[src/core/link_override_consts.svh]
`ifndef LINK_OVERRIDE_CONSTS_SVH
`define LINK_OVERRIDE_CONSTS_SVH

////////////////////////////////////////////////////////////////////////////////
// Register indices; byte address is four times the index
`define LINK_OVR_INDEX      16'hf410
`define EEE_OVR_P0_INDEX    16'hf41d
`define EEE_OVR_P1_INDEX    16'hf41e
`define EEE_OVR_P2_INDEX    16'hf41f
`define EEE_OVR_P3_INDEX    16'hf420
`define EEE_OVR_P5_INDEX    16'hf422
`define LINK_STATUS_INDEX   16'hf42f

// Word alignment of the byte address
`define ADDR_LSB            2
`define ADDR_ALIGN          2'h0

// Bit spans of each word on the 32-bit bus
`define LINK_WORD_BITS      15:0
`define EEE_WORD_BITS       3:0
`define STATUS_INFO_BITS    7:0
`define STATUS_POLL_BIT     8

////////////////////////////////////////////////////////////////////////////////
// Reset values
`define LINK_OVR_RESET      16'h1805
`define EEE_OVR_RESET       4'h0
`define PHY_ADDR_RESET      5'h05

////////////////////////////////////////////////////////////////////////////////
// Field codes
`define CODE_AUTO           2'h0
`define CODE_ON             2'h1
`define CODE_OFF            2'h3
`define LINK_FORCE_UP       2'h1
`define LINK_FORCE_DOWN     2'h2
`define SPEED_AUTO          2'h3
`define FC_INGRESS_ONLY     2'h2
`define FC_EGRESS_ONLY      2'h1

`endif

[src/core/link_override_pkg.sv]
package link_override_pkg;

	// Override word of the port, msb first
	typedef struct packed {
		logic       auto_sel;
		logic [1:0] link_state_control;
		logic [1:0] speed;
		logic [1:0] duplex_control;
		logic [1:0] transmit_flow_control_mode;
		logic [1:0] receive_flow_control_mode;
		logic [4:0] phy_addr;
	} link_override_type;

	// Per-port energy-efficient override word
	typedef struct packed {
		logic [1:0] clock_stop_capability;
		logic [1:0] energy_efficient_capability;
	} eee_override_type;

	// Resolved link parameters; flow control is {ingress, egress}
	typedef struct packed {
		logic       link_up;
		logic [1:0] speed;
		logic       full_duplex;
		logic [1:0] tx_flow;
		logic [1:0] rx_flow;
	} link_info_type;

	// Register selected by the bus address
	typedef enum logic [2:0] {
		SEL_NONE   = 3'b000,
		SEL_LINK   = 3'b001,
		SEL_EEE0   = 3'b010,
		SEL_EEE1   = 3'b011,
		SEL_EEE2   = 3'b100,
		SEL_EEE3   = 3'b101,
		SEL_EEE5   = 3'b110,
		SEL_STATUS = 3'b111
	} reg_select_type;

endpackage

[src/core/link_override_regs.sv]
`timescale 1ns/1ps
`include "link_override_consts.svh"
// What this block does
// - With management polling off, the programmed override modes replace the polled values.
// - Bit 15 picks the automatic source, 0 polling results and 1 integrated PHY outputs.
// - Link state bits 14:13 are 00 automatic, 01 forced up, 10 forced down.
// - Transmit flow control bits 8:7 are 00 automatic, 01 ingress only, 11 egress only.
// - Receive flow control bits 6:5 use the same coding, 10 reserved.
// - Bits 4:0 hold the port PHY address, whose reset value comes from the device address plan.
// - The energy-efficient override replaces the capability passed to the MAC.
// - Energy-efficient bits 1:0 are 00 automatic, 01 forced on, 11 forced off.
// - Ports 1, 2, 3 and 5 have the same override word from f41e on, with no port 4 word.
module link_override_regs
	import link_override_pkg::*;
#(
	parameter int         ADDR_WIDTH   = 18,
	parameter int         EEE_PORTS    = 5,
	parameter logic [4:0] PHY_ADDR_DEF = `PHY_ADDR_RESET
) (
	input  wire logic                  mclk,
	input  wire logic                  resetn,
	input  wire logic                  psel,
	input  wire logic                  penable,
	input  wire logic                  pwrite,
	input  wire logic [ADDR_WIDTH-1:0] paddr,
	input  wire logic [31:0]           pwdata,
	output logic      [31:0]           prdata,
	output logic                       pready,
	output logic                       pslverr,
	input  wire logic                  polling_enabled,
	input  wire link_info_type         poll_link_info,
	input  wire link_info_type         phy_link_info,
	input  wire logic [EEE_PORTS-1:0]  poll_energy_efficient_capability,
	input  wire logic [EEE_PORTS-1:0]  poll_clock_stop_capable,
	output link_info_type              mac_link_info,
	output logic      [4:0]            phy_address,
	output logic      [EEE_PORTS-1:0]  mac_energy_efficient_capability,
	output logic      [EEE_PORTS-1:0]  mac_clock_stop_capable
);

	////////////////////////////////////////////////////////////////////////////
	// All state of the block
	typedef struct packed {
		logic [31:0]                       prdata;
		logic                              pready;
		logic                              pslverr;
		link_override_type                 link_ovr;
		eee_override_type [EEE_PORTS-1:0]  eee_ovr;
		link_info_type                     mac_link;
		logic [EEE_PORTS-1:0]              eee_cap;
		logic [EEE_PORTS-1:0]              clk_stop;
	} state_type;

	state_type         state;
	state_type         next_state;
	state_type         reset_state;
	reg_select_type    sel;
	logic              access_done;
	logic              access_wait;
	logic [31:0]       read_word;
	link_info_type     auto_info;
	link_info_type     resolved;
	logic [1:0]        link_code;
	logic [1:0]        speed_code;
	logic [1:0]        duplex_code;
	logic [1:0]        tx_fc_code;
	logic [1:0]        rx_fc_code;
	logic              link_up_res;
	logic              full_duplex_res;
	logic [1:0]        speed_res;
	logic [1:0]        tx_flow_res;
	logic [1:0]        rx_flow_res;
	logic [EEE_PORTS-1:0] eee_res;
	logic [EEE_PORTS-1:0] clk_stop_res;

	////////////////////////////////////////////////////////////////////////////
	// Bus address decode
	apb_reg_decode #(
		.ADDR_WIDTH (ADDR_WIDTH)
	) u_decode (
		.paddr (paddr),
		.sel   (sel)
	);

	// A registered answer costs one wait state but keeps the address
	// decode out of the pready path
	// Access phase waits one cycle, then completes on the edge with pready
	assign access_wait = psel & penable & ~state.pready;
	assign access_done = psel & penable & state.pready;

	////////////////////////////////////////////////////////////////////////////
	// Automatic source and effective codes
	// Limitation: the source switch is immediate, so a half-updated
	// polling word can reach the MAC for one cycle
	// automatic source select
	assign auto_info = state.link_ovr.auto_sel ? phy_link_info : poll_link_info;

	// While polling runs every field follows the automatic source
	// overrides only with polling off
	always_comb begin
		link_code   = `CODE_AUTO;
		speed_code  = `SPEED_AUTO;
		duplex_code = `CODE_AUTO;
		tx_fc_code  = `CODE_AUTO;
		rx_fc_code  = `CODE_AUTO;
		if (!polling_enabled) begin
			link_code   = state.link_ovr.link_state_control;
			speed_code  = state.link_ovr.speed;
			duplex_code = state.link_ovr.duplex_control;
			tx_fc_code  = state.link_ovr.transmit_flow_control_mode;
			rx_fc_code  = state.link_ovr.receive_flow_control_mode;
		end
	end

	////////////////////////////////////////////////////////////////////////////
	// Per-parameter resolution
	// Reserved codes fall through as automatic instead of holding the
	// old value, so a bad write can never freeze the link picture
	// link forced up or down; reserved 11 stays automatic
	override_resolve #(
		.W        (1),
		.ON_CODE  (`LINK_FORCE_UP),
		.ON_VAL   (1'b1),
		.OFF_CODE (`LINK_FORCE_DOWN),
		.OFF_VAL  (1'b0)
	) u_link (
		.code       (link_code),
		.auto_value (auto_info.link_up),
		.result     (link_up_res)
	);

	// a stray 10 is not trusted; it leaves the duplex automatic
	override_resolve #(
		.W        (1),
		.ON_CODE  (`CODE_ON),
		.ON_VAL   (1'b1),
		.OFF_CODE (`CODE_OFF),
		.OFF_VAL  (1'b0)
	) u_duplex (
		.code       (duplex_code),
		.auto_value (auto_info.full_duplex),
		.result     (full_duplex_res)
	);

	override_resolve #(
		.W        (2),
		.ON_CODE  (`CODE_ON),
		.ON_VAL   (`FC_INGRESS_ONLY),
		.OFF_CODE (`CODE_OFF),
		.OFF_VAL  (`FC_EGRESS_ONLY)
	) u_tx_fc (
		.code       (tx_fc_code),
		.auto_value (auto_info.tx_flow),
		.result     (tx_flow_res)
	);

	override_resolve #(
		.W        (2),
		.ON_CODE  (`CODE_ON),
		.ON_VAL   (`FC_INGRESS_ONLY),
		.OFF_CODE (`CODE_OFF),
		.OFF_VAL  (`FC_EGRESS_ONLY)
	) u_rx_fc (
		.code       (rx_fc_code),
		.auto_value (auto_info.rx_flow),
		.result     (rx_flow_res)
	);

	// speed code is the rate itself unless automatic
	assign speed_res = (speed_code == `SPEED_AUTO) ? auto_info.speed : speed_code;

	// One driver for the whole picture, so no field can be left undriven
	always_comb begin
		resolved             = auto_info;
		resolved.link_up     = link_up_res;
		resolved.speed       = speed_res;
		resolved.full_duplex = full_duplex_res;
		resolved.tx_flow     = tx_flow_res;
		resolved.rx_flow     = rx_flow_res;
	end

	////////////////////////////////////////////////////////////////////////////
	// Energy-efficient capability per port entry
	// Entries run port 0, 1, 2, 3, 5; port 4 has no entry
	// Hazard: entry 4 is port 5, so entry number is not port number
	// for anything wired to these vectors
	for (genvar i = 0; i < EEE_PORTS; i++) begin : g_eee
		override_resolve #(
			.W        (1),
			.ON_CODE  (`CODE_ON),
			.ON_VAL   (1'b1),
			.OFF_CODE (`CODE_OFF),
			.OFF_VAL  (1'b0)
		) u_clk_stop (
			.code       (state.eee_ovr[i].clock_stop_capability),
			.auto_value (poll_clock_stop_capable[i]),
			.result     (clk_stop_res[i])
		);

		override_resolve #(
			.W        (1),
			.ON_CODE  (`CODE_ON),
			.ON_VAL   (1'b1),
			.OFF_CODE (`CODE_OFF),
			.OFF_VAL  (1'b0)
		) u_eee (
			.code       (state.eee_ovr[i].energy_efficient_capability),
			.auto_value (poll_energy_efficient_capability[i]),
			.result     (eee_res[i])
		);
	end

	////////////////////////////////////////////////////////////////////////////
	// Read multiplexer; unused upper bits read as zero
	// Reads have no side effects, so a repeated read is always safe
	always_comb begin
		read_word = 32'h0000_0000;
		unique case (sel)
			SEL_LINK: begin
				read_word[`LINK_WORD_BITS] = state.link_ovr;
			end
			SEL_EEE0: begin
				read_word[`EEE_WORD_BITS] = state.eee_ovr[0];
			end
			SEL_EEE1: begin
				read_word[`EEE_WORD_BITS] = state.eee_ovr[1];
			end
			SEL_EEE2: begin
				read_word[`EEE_WORD_BITS] = state.eee_ovr[2];
			end
			SEL_EEE3: begin
				read_word[`EEE_WORD_BITS] = state.eee_ovr[3];
			end
			SEL_EEE5: begin
				read_word[`EEE_WORD_BITS] = state.eee_ovr[4];
			end
			// Live view of what the MAC is being told
			SEL_STATUS: begin
				read_word[`STATUS_INFO_BITS] = state.mac_link;
				read_word[`STATUS_POLL_BIT]  = polling_enabled;
			end
			SEL_NONE: begin
				read_word = 32'h0000_0000;
			end
		endcase
	end

	////////////////////////////////////////////////////////////////////////////
	// Reset image
	// Every override word comes back to automatic behaviour
	// address comes from the device plan, a parameter here
	always_comb begin
		reset_state                   = '0;
		reset_state.link_ovr          = `LINK_OVR_RESET;
		reset_state.link_ovr.phy_addr = PHY_ADDR_DEF;
		for (int k = 0; k < EEE_PORTS; k++) begin
			reset_state.eee_ovr[k] = `EEE_OVR_RESET;
		end
	end

	////////////////////////////////////////////////////////////////////////////
	// Next state
	always_comb begin
		next_state          = state;
		next_state.pready   = access_wait;
		next_state.prdata   = 32'h0000_0000;
		next_state.pslverr  = 1'b0;
		// pready lasts one cycle: the wait cycle raises it and its own
		// high level blocks a second answer to the same transfer
		// Read data and error are prepared in the wait cycle
		if (access_wait) begin
			next_state.prdata  = pwrite ? 32'h0000_0000 : read_word;
			next_state.pslverr = (sel == SEL_NONE);
		end
		// Writes land only on the completing edge
		if (access_done && pwrite) begin
			unique case (sel)
				SEL_LINK: begin
					next_state.link_ovr = pwdata[`LINK_WORD_BITS];
				end
				SEL_EEE0: begin
					next_state.eee_ovr[0] = pwdata[`EEE_WORD_BITS];
				end
				SEL_EEE1: begin
					next_state.eee_ovr[1] = pwdata[`EEE_WORD_BITS];
				end
				SEL_EEE2: begin
					next_state.eee_ovr[2] = pwdata[`EEE_WORD_BITS];
				end
				SEL_EEE3: begin
					next_state.eee_ovr[3] = pwdata[`EEE_WORD_BITS];
				end
				SEL_EEE5: begin
					next_state.eee_ovr[4] = pwdata[`EEE_WORD_BITS];
				end
				// Status is read only and misses change nothing
				SEL_STATUS, SEL_NONE: begin
					next_state.link_ovr = state.link_ovr;
				end
			endcase
		end
		// MAC sees forced or automatic values
		next_state.mac_link = resolved;
		next_state.eee_cap  = eee_res;
		next_state.clk_stop = clk_stop_res;
	end

	////////////////////////////////////////////////////////////////////////////
	// State register, synchronous reset
	// Reset on the clock keeps every flop in one domain, with no
	// release timing of its own to close
	always_ff @(posedge mclk) begin
		if (!resetn) begin
			state <= reset_state;
		end else begin
			state <= next_state;
		end
	end

	////////////////////////////////////////////////////////////////////////////
	// Outputs straight from the state register
	// Trade-off: one cycle of latency on every parameter for clean timing
	assign prdata                 = state.prdata;
	assign pready                 = state.pready;
	assign pslverr                = state.pslverr;
	assign mac_link_info          = state.mac_link;
	// address handed to the polling logic
	assign phy_address            = state.link_ovr.phy_addr;
	assign mac_energy_efficient_capability        = state.eee_cap;
	assign mac_clock_stop_capable = state.clk_stop;

endmodule

[src/core/override_resolve.sv]
`timescale 1ns/1ps
// Picks a forced value or the automatic one from a two-bit control code
module override_resolve
	import link_override_pkg::*;
#(
	parameter int         W        = 1,
	parameter logic [1:0] ON_CODE  = 2'h1,
	parameter logic [W-1:0] ON_VAL = '1,
	parameter logic [1:0] OFF_CODE = 2'h3,
	parameter logic [W-1:0] OFF_VAL = '0
) (
	input  wire logic [1:0]   code,
	input  wire logic [W-1:0] auto_value,
	output logic      [W-1:0] result
);

	// Any code other than the two forces, reserved included, stays automatic
	always_comb begin
		result = auto_value;
		if (code == ON_CODE) begin
			result = ON_VAL;
		end else if (code == OFF_CODE) begin
			result = OFF_VAL;
		end
	end

endmodule

[src/core/apb_reg_decode.sv]
`timescale 1ns/1ps
`include "link_override_consts.svh"
// Maps an aligned byte address onto the register it selects
module apb_reg_decode
	import link_override_pkg::*;
#(
	parameter int ADDR_WIDTH = 18
) (
	input  wire logic [ADDR_WIDTH-1:0] paddr,
	output reg_select_type             sel
);

	logic [15:0] index;

	// Index is the word address; unaligned bytes never match
	assign index = 16'(paddr[ADDR_WIDTH-1:`ADDR_LSB]);

	// Port 4 has no word, so its slot falls through as a miss
	always_comb begin
		sel = SEL_NONE;
		if (paddr[`ADDR_LSB-1:0] == `ADDR_ALIGN) begin
			unique case (index)
				`LINK_OVR_INDEX:    sel = SEL_LINK;
				`EEE_OVR_P0_INDEX:  sel = SEL_EEE0;
				`EEE_OVR_P1_INDEX:  sel = SEL_EEE1;
				`EEE_OVR_P2_INDEX:  sel = SEL_EEE2;
				`EEE_OVR_P3_INDEX:  sel = SEL_EEE3;
				`EEE_OVR_P5_INDEX:  sel = SEL_EEE5;
				`LINK_STATUS_INDEX: sel = SEL_STATUS;
				default:            sel = SEL_NONE;
			endcase
		end
	end

endmodule

[config.mk]
export PLATFORM = sky130hd
export DESIGN_NAME = link_override_regs
export DESIGN_NICKNAME = d
export VERILOG_FILES = /design/src/core/link_override_pkg.sv /design/src/core/link_override_regs.sv /design/src/core/override_resolve.sv /design/src/core/apb_reg_decode.sv
export VERILOG_INCLUDE_DIRS = /design/src /design/src/core
export SDC_FILE = /design/constraint.sdc
export NUM_CORES = 1
export LEC_CHECK = 0
export ABC_AREA = 0
export BUFFER_PORTS_ARGS = -buffer_cell sky130_fd_sc_hd__clkbuf_2
export CAP_MARGIN = 30
export CELL_PAD_IN_SITES_DETAIL_PLACEMENT = 0
export CELL_PAD_IN_SITES_GLOBAL_PLACEMENT = 2
export CORE_MARGIN = 8
export CORE_UTILIZATION = 31
export CTS_BUF_LIST = sky130_fd_sc_hd__clkbuf_16
export DETAILED_ROUTE_END_ITERATION = 8
export PLACE_DENSITY_LB_ADDON = 0.08
export SLEW_MARGIN = 30
export SYNTH_ARGS = -nofsm -noshare
export SYNTH_HDL_FRONTEND = slang
export SYNTH_HIERARCHICAL = 1
export SYNTH_SLANG_ARGS = --single-unit
[constraint.sdc]
create_clock -name mclk -period 3.3 [get_ports mclk]
set_input_delay 0.165 -clock mclk [delete_from_list [all_inputs] [get_ports mclk]]
set_output_delay 0.165 -clock mclk [all_outputs]
set_load 0.005 [all_outputs]
# == Word level (Yosys, flattened, before mapping) ==
# Cells that the tools add are included.
# classes
eq_ne,43
muxes,39
bitwise_logic,7
n_reduce_logical,14
# op_table
cell,count
"equality test 16 bit, second input constant",7
one-hot mux 4 bit (8 select lines),1
"equality test 2 bit, second input constant",15
"equality test 2 x 1 -> 1 bit, second input constant",14
2-to-1 mux 1 bit,24
one-hot mux 3 bit (7 select lines),1
2-to-1 mux 2 bit,10
AND reduction 2 bit,7
"equality test 3 bit, second input constant",4
one-hot mux 5 bit (2 select lines),1
2-to-1 mux 8 bit,1
"equality test 3 x 2 -> 1 bit, second input constant",2
NOT 1 bit,4
OR reduction 2 bit,2
OR reduction 4 bit,1
AND 1 bit,3
"equality test 3 x 1 -> 1 bit, second input constant",1
logical NOT 3 bit,1
2-to-1 mux 3 bit,1
OR reduction 3 bit,1
logical NOT 2 bit,1
logical AND 1 bit,1
# totals
ff_bits,88
inputBits,82
output_inout_bits,57
word_cells,134

# == Longest topological paths before layout ==
# Gate-level depths: netlist (run 1).
# depth
ltp_word,6
ltp_mapped,9
depth_no_buf,7

# == Modules after synthesis ==
# The synthesis (run 1) kept the hierarchy.
# by_module_without_submodules
module,n_inst,cells_per_inst,area_each_um2,seq_area_each_um2
link_override_regs,1,355,3367.0,1441.4
apb_reg_decode,1,23,158.9,0.0
override_resolve (g_eee[0].u_clk_stop ...),11,2,13.8,0.0
override_resolve (u_rx_fc ...),2,3,28.8,0.0
override_resolve (u_link),1,3,12.5,0.0

# == Worst setup path after synthesis (run 1) ==
# OpenSTA, ideal clock, no wires.
# synth_path
path_type,input to register
startpoint,input paddr[6]
endpoint,"register state, in the netlist prdata[3]"
setup_ps,123
t_arrival_ps,1863
required_ps,3177
setup_slack_ps,1313
stages,9
n_path_buf,2
cell_sequence,nor4b_2 -> nor3b_2 -> o211ai_1 -> a31oi_1 -> buf_6 -> buf_2 -> mux2_2 -> a221oi_1 -> nor3_1
# synth_between
elab_chain_len,5
word_cells_on_any_way,18
cone_classes,eq/ne: 14; mux: 3; reduce/logical: 1
# synth_lines
element,line_no,rtl
from (decl),link_override_regs.sv:25,"input wire logic [ADDR_WIDTH-1:0] paddr,"
equality test 16 bit,apb_reg_decode.sv:22,unique case (index)
one-hot mux 3 bit (7 select lines) (*),apb_reg_decode.sv:22,
2-to-1 mux 3 bit (*),apb_reg_decode.sv:21,if (paddr[`ADDR_LSB-1:0] == `ADDR_ALIGN) begin
named net sel[1],link_override_regs.sv:57,reg_select_type sel;
"equality test 3 bit, or another cell as far along",link_override_regs.sv:218,unique case (sel)
one-hot mux 4 bit (8 select lines) (*),link_override_regs.sv:218,
to (signal assigned),link_override_regs.sv:314,state <= reset_state;
to (signal assigned),link_override_regs.sv:316,state <= next_state;
to (decl),link_override_regs.sv:54,state_type state;
# Mark *: on every way through the listed nets, which the timed path passes. The rest lies on a longest branch.
# A chain may end at the register's enable or synchronous reset.

# == Worst setup path in the final report (run 1) ==
# layout_path
startpoint,input paddr[6]
endpoint,"register state, in the netlist prdata[0]"
# Same word-level chain as after synthesis.

==> results.sh, run 1 <==
export IMPL_worstPathRequired_ns=3.50
export IMPL_insertedDiodeCount=0
export IMPL_hold_path_class="in -> reg"
export IMPL_clock_insertion_delay_worst_skew_ns=0.33
export IMPL_final_period_utilization=0.654
export IMPL_report_final_slew_viol_count=0
export IMPL_die_h_um=126
export IMPL_pwr_share_seq=0.423
export IMPL_fin_total_pwr_mw=2.10
export IMPL_global_route_wire_length_before_repair_um=16500
export IMPL_drv_cap=0
export IMPL_final_cell_area_um2=4380
export IMPL_switchingPower_uw=430
export IMPL_core_rowCount=40
export IMPL_synth_cell_types=46
export IMPL_clock_tree_htree_level_count=3
export IMPL_number_of_global_route_vias_before_repair=2956
export IMPL_max_slew_margin_rel=0.552
export IMPL_drt_first_iter_violations=163
export IMPL_fraction_of_final_layout_cells_sized_beyond_drive_strength_1=0.320
export IMPL_tritoncts="done"
export IMPL_fill_cell_total_of_the_finished_layout=1279
export IMPL_clock_power_share=0.520
export IMPL_buffer_ports_inserted=106
export IMPL_post_synthesis_mean_instance_area_um2=9.16
export IMPL_die_w_um=126
export IMPL_wl_per_cell_um=16.7
export IMPL_cts_hold_buffers=0
export IMPL_synthFlopType="dfxtp_1"
export IMPL_yosys_warnings=6
export IMPL_number_of_cells_upsized_or_downsized_after_cts=0
export IMPL_cts_buffer_depth=2
export IMPL_num_nets_final=552
export IMPL_gp_routability_congestion=0.720
export IMPL_largest_net_degree_at_the_start_of_global_routing=55
export IMPL_grt_setup_unrepaired="no"
export IMPL_timing_critical_path_to_type="register"
export IMPL_clock_fmax_ghz=0.464
export IMPL_finalSetupTns_ns=0
export IMPL_ys_ff_latch=72
export IMPL_coreArea_um2=11900
export IMPL_synth_instances=409
export IMPL_switching_share=0.204
export IMPL_power_per_cell_area_nw_per_um2=480
export IMPL_cts_root_buf="clkbuf_16"
export IMPL_post_synth_instance_area_um2=3750
export IMPL_detail_route_vias_per_cell=4.67
export IMPL_post_synth_top_area_cell="dfxtp_1"
export IMPL_synth_area_leaders="dfxtp_1, buf_4, mux2i_1"
export IMPL_globalRoute_totalOverflow=0
export IMPL_design_die_area_um2=15900
export IMPL_worstSetupStartpointType="input pin"
export IMPL_min_period_ns=2.16
export IMPL_vias=2906
export IMPL_leakage_nw=1.93
export IMPL_design_portCount=139
export IMPL_clock_sinks=72
export IMPL_final_setup_viol_count=0
export IMPL_postCtsSetupBuffers=0
export IMPL_synth_async_reset_ratio=0
export IMPL_timing_final_hold_violations=0
export IMPL_drt_drc_violations_left=0
export IMPL_grt_antenna_before_repair=0
export IMPL_initial_utilization=0.315
export IMPL_peakVddDrop_mv=0.204
export IMPL_clk_pin_slew_ns=0.06
export IMPL_critPathKind="in -> reg"
export IMPL_combinationalPowerShare=0.058
export IMPL_yosys_area_top_type_share=0.385
export IMPL_placement_cell_area_um2=4040
export IMPL_numCtsBuffers=9
export IMPL_flow_area_growth_from_synthesis_pct=16.8
export IMPL_outcome="finished, final reports clean"
export IMPL_synth_sequential_area_ratio=0.385
export IMPL_power_report_internal_total_mw=1.67
export IMPL_routed_wirelength_um=10400
export IMPL_arrival_time_worst_endpoint_ns=2.36
export IMPL_postRouteAntennaNets=0
export IMPL_crit_path_max_fanout=12
export IMPL_groute_usage_overall=0.132
export IMPL_drt_first_pass_iters=7
export IMPL_detailed_place_hpwl_um=7710
export IMPL_synth_enable_flop_cells=0
export IMPL_clock_skew_final_ns=0.00324
export IMPL_worst_pin_slew_ns=0.669
power by group through the flow:
stage	sequential (mW)	clock [mW]	combinational (mW)
finish	0.888	1.09	0.121
global route	0.889	1.17	0.135
CTS	0.888	1.12	0.123
detailed placement	0.908	0	0.122
global placement	0.908	0	0.121
floorplan	0.905	0	0.0788
cell type report:
cell class,instances,area [µm²],area share
Timing Repair Buffer,114,591,0.135
Sequential cell,72,1440,0.329
Clock inverter,7,110,0.0252
Inverter,15,56.3,0.0129
Clock buffer,9,225,0.0515
Multi-Input combinational cell,258,1770,0.404
Tap cell,147,184,0.0420
critical path, stage by stage:
cell      delay, ns
clkbuf_2       0.11
nor4b_2        0.32
nor3b_2        0.25
o211ai_1       0.14
a31oi_2        0.52
buf_4          0.27
and3b_1        0.18
a221oi_1       0.29
a211oi_1       0.12
cell usage in the layout (no fill, tap or decap), types with 8 or more instances in the layout:
cell type	synthesis	routed
conb_1	1	16
clkbuf_2	0	106
buf_4	59	8
and2_1	24	24
nor2_1	13	13
nor2b_1	11	11
nand2_1	19	19
inv_1	15	15
a21boi_0	20	20
mux2_2	10	10
dfxtp_1	72	72
nand3_1	29	29
o21ai_0	27	27
clkbuf_16	0	9
mux2i_1	27	27
cell usage after synthesis, types with 3 or more instances:
library cell and instances:
a211oi_1 3, a21boi_0 20, a221oi_1 4, a22oi_1 6, a32oi_1 3, and2_1 24, and3b_1 4, buf_2 5
buf_4 59, buf_6 3, clkbuf_1 10, dfxtp_1 72, inv_1 15, mux2_2 10, mux2i_1 27, nand2_1 19
nand2b_1 4, nand3_1 29, nand3b_1 3, nor2_1 13, nor2b_1 11, nor3_1 4, nor3b_2 3, o21ai_0 27
logic make-up (layout without fill, tap and decap cells):
group           after synthesis  count (layout)  synth area share
buf+inv                      94             145             0.161
mux                          40              40             0.116
other cells                   1              16           0.00100
flops                        72              72             0.385
simple gates                132             132             0.213
xor+xnor                      1               1           0.00234
compound gates               69              69             0.122
sequential cells by signal, summed over array words and instances (netlist names):
signal,cells
mac_clock_stop_capable,5
mac_energy_efficient_capability,5
mac_link_info,8
phy_address,5
prdata,16
pready,1
pslverr,1
state,31
per-stage QoR:
stage / setup WS [ns] / cells / hold slack (ns) / utilization
2_1_floorplan: 1.31 / 424 / 0.313 / -
3_3_place_gp: 0.783 / 606 / 0.408 / 0.339
3_5_place_dp: 0.759 / 606 / 0.414 / 0.339
4_1_cts: 1.11 / 622 / 0.0675 / 0.367
5_1_grt: 0.920 / 622 / 0.0729 / 0.367
6_report: 1.14 / 622 / 0.0779 / 0.367
metal layers:
layer  GRT usage  wire [µm]
met5           0          0
met4      0.0488        128
met3      0.0409        762
met2       0.190       4450
met1       0.180       5040
path summary, 6_finish.rpt:
kind,startpoint,end,slack [ns],cells past startpoint
worst max register to register,state[53],mac_link_info[2],1.76,3
worst max-delay path,paddr[6],prdata[0],1.14,9
worst min-delay path,pwdata[12],state[50],0.08,3
worst min register to register,state[52],prdata[14],0.47,1
No activity file was read; power rests on OpenSTA's default activity.
==> run 2: changes to the inputs <==
Settings changed: ABC_AREA 0 to 1, CORE_UTILIZATION 31 to 26.
Clock period 3.3 ns to 2.05 ns, I/O delays scaled along.
==> results.sh, run 2 <==
export IMPL_yosys_area_top_type_share=0.380
export IMPL_synth_sequential_area_ratio=0.380
export IMPL_final_period_utilization=0.761
export IMPL_grt_setup_unrepaired="no"
export IMPL_synthFlopType="dfxtp_1"
export IMPL_clock_insertion_delay_worst_skew_ns=0.33
export IMPL_commonest_cells_in_the_netlist="nand2_1, nor2_1, dfxtp_1"
export IMPL_postCtsSetupBuffers=0
export IMPL_largest_net_degree_at_the_start_of_global_routing=55
export IMPL_critical_path_slowest_cell="inv_1"
export IMPL_power_per_cell_area_nw_per_um2=683
export IMPL_clock_sinks=72
export IMPL_hold_path_class="in -> reg"
export IMPL_post_synth_top_area_cell="dfxtp_1"
export IMPL_drt_first_iter_violations=198
export IMPL_critical_path_most_common_cell="nor2_1"
export IMPL_fraction_of_final_layout_cells_sized_beyond_drive_strength_1=0.238
export IMPL_routed_wirelength_um=10600
export IMPL_finalSetupTns_ns=0
export IMPL_clock_tree_htree_level_count=3
export IMPL_peakVddDrop_mv=0.412
export IMPL_synth_async_reset_ratio=0
export IMPL_core_rowCount=44
export IMPL_finish_utilization=0.313
export IMPL_vias=3367
export IMPL_postRouteAntennaNets=0
export IMPL_globalRoute_totalOverflow=0
export IMPL_detail_route_vias_per_cell=4.07
export IMPL_post_synthesis_mean_instance_area_um2=6.71
export IMPL_global_route_wire_length_before_repair_um=16800
export IMPL_outcome="finished, final reports clean"
export IMPL_yosys_warnings=6
export IMPL_flow_area_growth_from_synthesis_pct=18.5
export IMPL_yosys_cell_count_top_type="nand2_1"
export IMPL_mostFrequentLayoutCell="nand2_1"
export IMPL_critical_path_cell_chain="clkbuf_2, nor2_1, and2_1, nand2_1, nand2_1, nor2_1, nor2_1, inv_2, nand2_4, nor2_1, inv_1, o21ai_0"
export IMPL_groute_usage_overall=0.114
export IMPL_synth_instances=565
export IMPL_critPathKind="in -> reg"
export IMPL_worst_pin_slew_ns=0.546
export IMPL_num_nets_final=720
export IMPL_number_of_global_route_vias_before_repair=3319
export IMPL_wl_per_cell_um=12.9
export IMPL_ys_ff_latch=72
export IMPL_cts_root_buf="clkbuf_16"
export IMPL_coreArea_um2=14400
export IMPL_die_h_um=137
export IMPL_synth_area_leaders="dfxtp_1, nand2_1, buf_4"
export IMPL_cts_hold_buffers=4
export IMPL_buffer_ports_inserted=106
export IMPL_design_die_area_um2=18700
export IMPL_worstPathRequired_ns=2.25
export IMPL_crit_path_max_fanout=11
export IMPL_clock_fmax_ghz=0.641
export IMPL_leakage_nw=2.29
export IMPL_number_of_cells_upsized_or_downsized_after_cts=0
export IMPL_clk_pin_slew_ns=0.06
export IMPL_clock_skew_final_ns=0.00500
export IMPL_largest_register_ffs=31
export IMPL_critical_path_n_buffers_inverters=3
export IMPL_tritoncts="done"
export IMPL_critical_path_max_stage_delay_ns=0.31
export IMPL_timing_hold_ws_ns=0.00455
export IMPL_cts_buffer_depth=2
export IMPL_numCtsBuffers=9
export IMPL_worstSetupStartpointType="input pin"
export IMPL_die_w_um=137
export IMPL_drt_first_pass_iters=4
export IMPL_min_period_ns=1.56
export IMPL_synth_cell_types=30
export IMPL_grt_antenna_before_repair=0
export IMPL_timing_final_hold_violations=0
export IMPL_largest_register="state"
export IMPL_layout_cells_most_common_list="nand2_1, clkbuf_2, nor2_1"
export IMPL_timing_critical_path_to_type="register"
export IMPL_synth_enable_flop_cells=0
export IMPL_post_synth_instance_area_um2=3790
export IMPL_cp_top_family="simple AND/OR/NAND/NOR gates"
export IMPL_design_portCount=139
export IMPL_detailed_place_hpwl_um=8210
export IMPL_drv_cap=0
export IMPL_arrival_time_worst_endpoint_ns=1.76
export IMPL_drt_drc_violations_left=0
export IMPL_insertedDiodeCount=0
export IMPL_initial_utilization=0.264
export IMPL_final_setup_viol_count=0
export IMPL_max_slew_margin_rel=0.636
export IMPL_gp_routability_congestion=0.759
export IMPL_report_final_slew_viol_count=0
-- run 2: worst reg2reg max path, stage by stage, from the launching register on --
cell,delay (ns)
dfxtp_1,0.36
nand4_2,0.21
buf_4,0.29
nor2_1,0.21
o21ai_0,0.11
nor2_1,0.12
-- run 2: final timing paths --
| path | start | depth (start not counted) | endpoint | slack [ns] |
|---|---|---|---|---|
| setup reg to reg | pready | 5 | state[30] | 0.69 |
| hold reg to reg | state[49] | 2 | prdata[11] | 0.45 |
| setup / recovery | paddr[2] | 12 | prdata[5] | 0.49 |
| hold / removal | pwdata[10] | 3 | state[48] | 0.005 |
-- run 2: area by class of cell --
class	count	area, µm²
tap	184	230
inverter	78	295
sequential	72	1440
multi-input combinational	356	1590
timing repair buffer	121	666
clock inverter	7	46.3
fill	1637	9880
clock buffer	9	225
-- run 2: cell families (layout without fill, tap and decap cells) --
logic type      Yosys count  count (layout)  synth area share
buf+inv                 152             215             0.217
compound gates           48              48            0.0644
other cells               1              16          0.000989
flops                    72              72             0.380
simple gates            292             292             0.337
-- run 2: report_power, final --
part	switching, mW	total, mW	internal [mW]
Sequential	0.00937	1.43	1.42
Clock	0.623	1.44	0.817
Combinational	0.109	0.198	0.0892
-- run 2: layer usage --
layer | vias to the layer above | part of all wire | track usage
li1 | 1819 | - | -
met1 | 1456 | 0.49 | 0.151
met2 | 83 | 0.43 | 0.175
met3 | 9 | 0.063 | 0.0316
met4 | 0 | 0.011 | 0.0348
met5 | - | 0 | 0
-- run 2: stage by stage --
| step | cell area, µm² | total power [mW] | std cells | setup WS, ns |
|---|---|---|---|---|
| finish | 4490 | 3.07 | 827 | 0.491 |
| global route | 4490 | 3.20 | 827 | 0.252 |
| CTS | 4490 | 3.12 | 827 | 0.437 |
| detailed placement | 4180 | 1.66 | 807 | 0.0901 |
| global placement | 4180 | 1.66 | 807 | 0.0926 |
| floorplan | 3850 | 1.59 | 580 | 0.476 |
==> run 3: changes to the inputs <==
Clock period 2.05 ns to 1.62 ns, I/O delays scaled along.
==> results.sh, run 3 (synthesis gave the netlist of run 2 again) <==
export IMPL_globalRoute_totalOverflow=0
export IMPL_peakVddDrop_mv=0.485
export IMPL_worst_pin_slew_ns=0.539
export IMPL_drt_first_pass_iters=4
export IMPL_clock_sinks=72
export IMPL_clock_insertion_delay_worst_skew_ns=0.34
export IMPL_core_rowCount=44
export IMPL_detail_route_vias_per_cell=4.11
export IMPL_placement_setup_worst_slack_ns=-0.318
export IMPL_postCtsSetupBuffers=0
export IMPL_leakage_nw=2.42
export IMPL_numCtsBuffers=9
export IMPL_worstSetupStartpointType="input pin"
export IMPL_cts_root_buf="clkbuf_16"
export IMPL_worstPathRequired_ns=1.90
export IMPL_initial_utilization=0.264
export IMPL_fraction_of_final_layout_cells_sized_beyond_drive_strength_1=0.266
export IMPL_critPathKind="in -> reg"
export IMPL_buffer_ports_inserted=106
export IMPL_drt_first_iter_violations=186
export IMPL_min_period_ns=1.46
export IMPL_layout_cells_most_common_list="nand2_1, clkbuf_2, nor2_1"
export IMPL_design_die_area_um2=18700
export IMPL_largest_register_ffs=31
export IMPL_grt_setup_unrepaired="no"
export IMPL_postRouteAntennaNets=0
export IMPL_final_setup_viol_count=0
export IMPL_die_h_um=137
export IMPL_arrival_time_worst_endpoint_ns=1.73
export IMPL_drv_cap=0
export IMPL_timing_critical_path_to_type="register"
export IMPL_clock_fmax_ghz=0.687
export IMPL_number_of_global_route_vias_before_repair=3454
export IMPL_groute_usage_overall=0.119
export IMPL_fill_cell_total_of_the_finished_layout=1609
export IMPL_crit_path_max_fanout=7
export IMPL_tritoncts="done"
export IMPL_largest_net_degree_at_the_start_of_global_routing=55
export IMPL_dpl_cell_count=823
export IMPL_design_portCount=139
export IMPL_fin_cells=850
export IMPL_vias=3490
export IMPL_postLayoutSetupSlackWorst_ns=0.164
export IMPL_clock_skew_final_ns=0.00591
export IMPL_gp_routability_congestion=0.767
export IMPL_clk_pin_slew_ns=0.06
export IMPL_flow_area_growth_from_synthesis_pct=24.8
export IMPL_final_period_utilization=0.899
export IMPL_max_slew_margin_rel=0.641
export IMPL_mostFrequentLayoutCell="nand2_1"
export IMPL_clock_tree_htree_level_count=3
export IMPL_timing_final_hold_violations=0
export IMPL_coreArea_um2=14400
export IMPL_outcome="finished, final reports clean"
export IMPL_global_route_wire_length_before_repair_um=17200
export IMPL_largest_register="state"
export IMPL_hold_path_class="in -> reg"
export IMPL_drt_drc_violations_left=0
export IMPL_insertedDiodeCount=0
export IMPL_routed_wirelength_um=10900
export IMPL_wl_per_cell_um=12.8
export IMPL_grt_antenna_before_repair=0
export IMPL_detailed_place_hpwl_um=8410
export IMPL_num_nets_final=743
export IMPL_power_per_cell_area_nw_per_um2=813
export IMPL_cts_buffer_depth=2
export IMPL_report_final_slew_viol_count=0
export IMPL_die_w_um=137
[run 3: cell types whose count changed in the layout (fill, tap and decap cells not counted), moves of 2 or more]
cell           change
buf_4             +15
clkinv_4           -2
dlygate4sd3_1      +7
inv_1              +3
nor2_1             -7
nor2_2             +3
nor2_4             +4
[run 3: what timing repair did]
item,in CTS,in global routing
resized for setup,0,16
hold buffers,11,0
endpoints found under the hold margin,11,0
setup endpoints to repair,0,42
[run 3: routing by layer]
metal	vias to the layer above	global-route usage	wire length [µm]
met5	-	0	0
met1	1543	0.151	5390
met4	0	0.0628	217
met3	13	0.0290	529
met2	79	0.183	4760
li1	1855	-	-
[run 3: layout make-up]
| type | instances | area (µm²) | share of cell area |
|---|---|---|---|
| inverters | 78 | 298 | 0.0630 |
| well taps | 184 | 230 | 0.0487 |
| repair buffers | 144 | 868 | 0.184 |
| clock inverters | 7 | 32.5 | 0.00688 |
| flip-flops and latches | 72 | 1440 | 0.305 |
| multi-input cells | 356 | 1630 | 0.346 |
| clock buffers | 9 | 225 | 0.0476 |
[run 3: per-stage QoR]
| stage | utilization | power (mW) | TNS [ns] | area [µm²] | hold slack [ns] |
|---|---|---|---|---|---|
| after floorplan | - | 2.01 | 0 | 3850 | 0.207 |
| after global routing | 0.329 | 4.02 | 0 | 4730 | 0.0162 |
| final | 0.329 | 3.85 | 0 | 4730 | 0.00288 |
| after detailed placement | 0.300 | 2.10 | -11.22 | 4310 | 0.300 |
| after CTS | 0.326 | 3.90 | 0 | 4680 | 0.00142 |
| after global placement | 0.300 | 2.10 | -9.10 | 4310 | 0.303 |
[run 3: where the power goes]
group / switching [mW] / internal [mW] / leakage [nW]
combinational: 0.147 / 0.128 / 1.70
clock: 0.753 / 1.01 / 0.136
sequential: 0.0119 / 1.80 / 0.585
total: 0.912 / 2.93 / 2.42
[run 3: critical path: stages]
cell and delay, ns:
clkbuf_2 0.08, nor2_1 0.10, nand2_1 0.06, nor2_1 0.15
buf_4 0.14, nand3_1 0.08, a21oi_2 0.18, buf_4 0.21
buf_4 0.15, nand3_2 0.15, nor2_4 0.17, o21ai_0 0.09
nor2_1 0.11
[run 3: path summary, 6_finish.rpt]
check	startpoint	end	slack (ns)	depth (start not counted)
min reg2reg	state[50]	prdata[12]	0.45	2
max	paddr[10]	state[19]	0.16	13
min	pwdata[7]	state[45]	0.003	3
max reg2reg	pready	state[29]	0.24	5
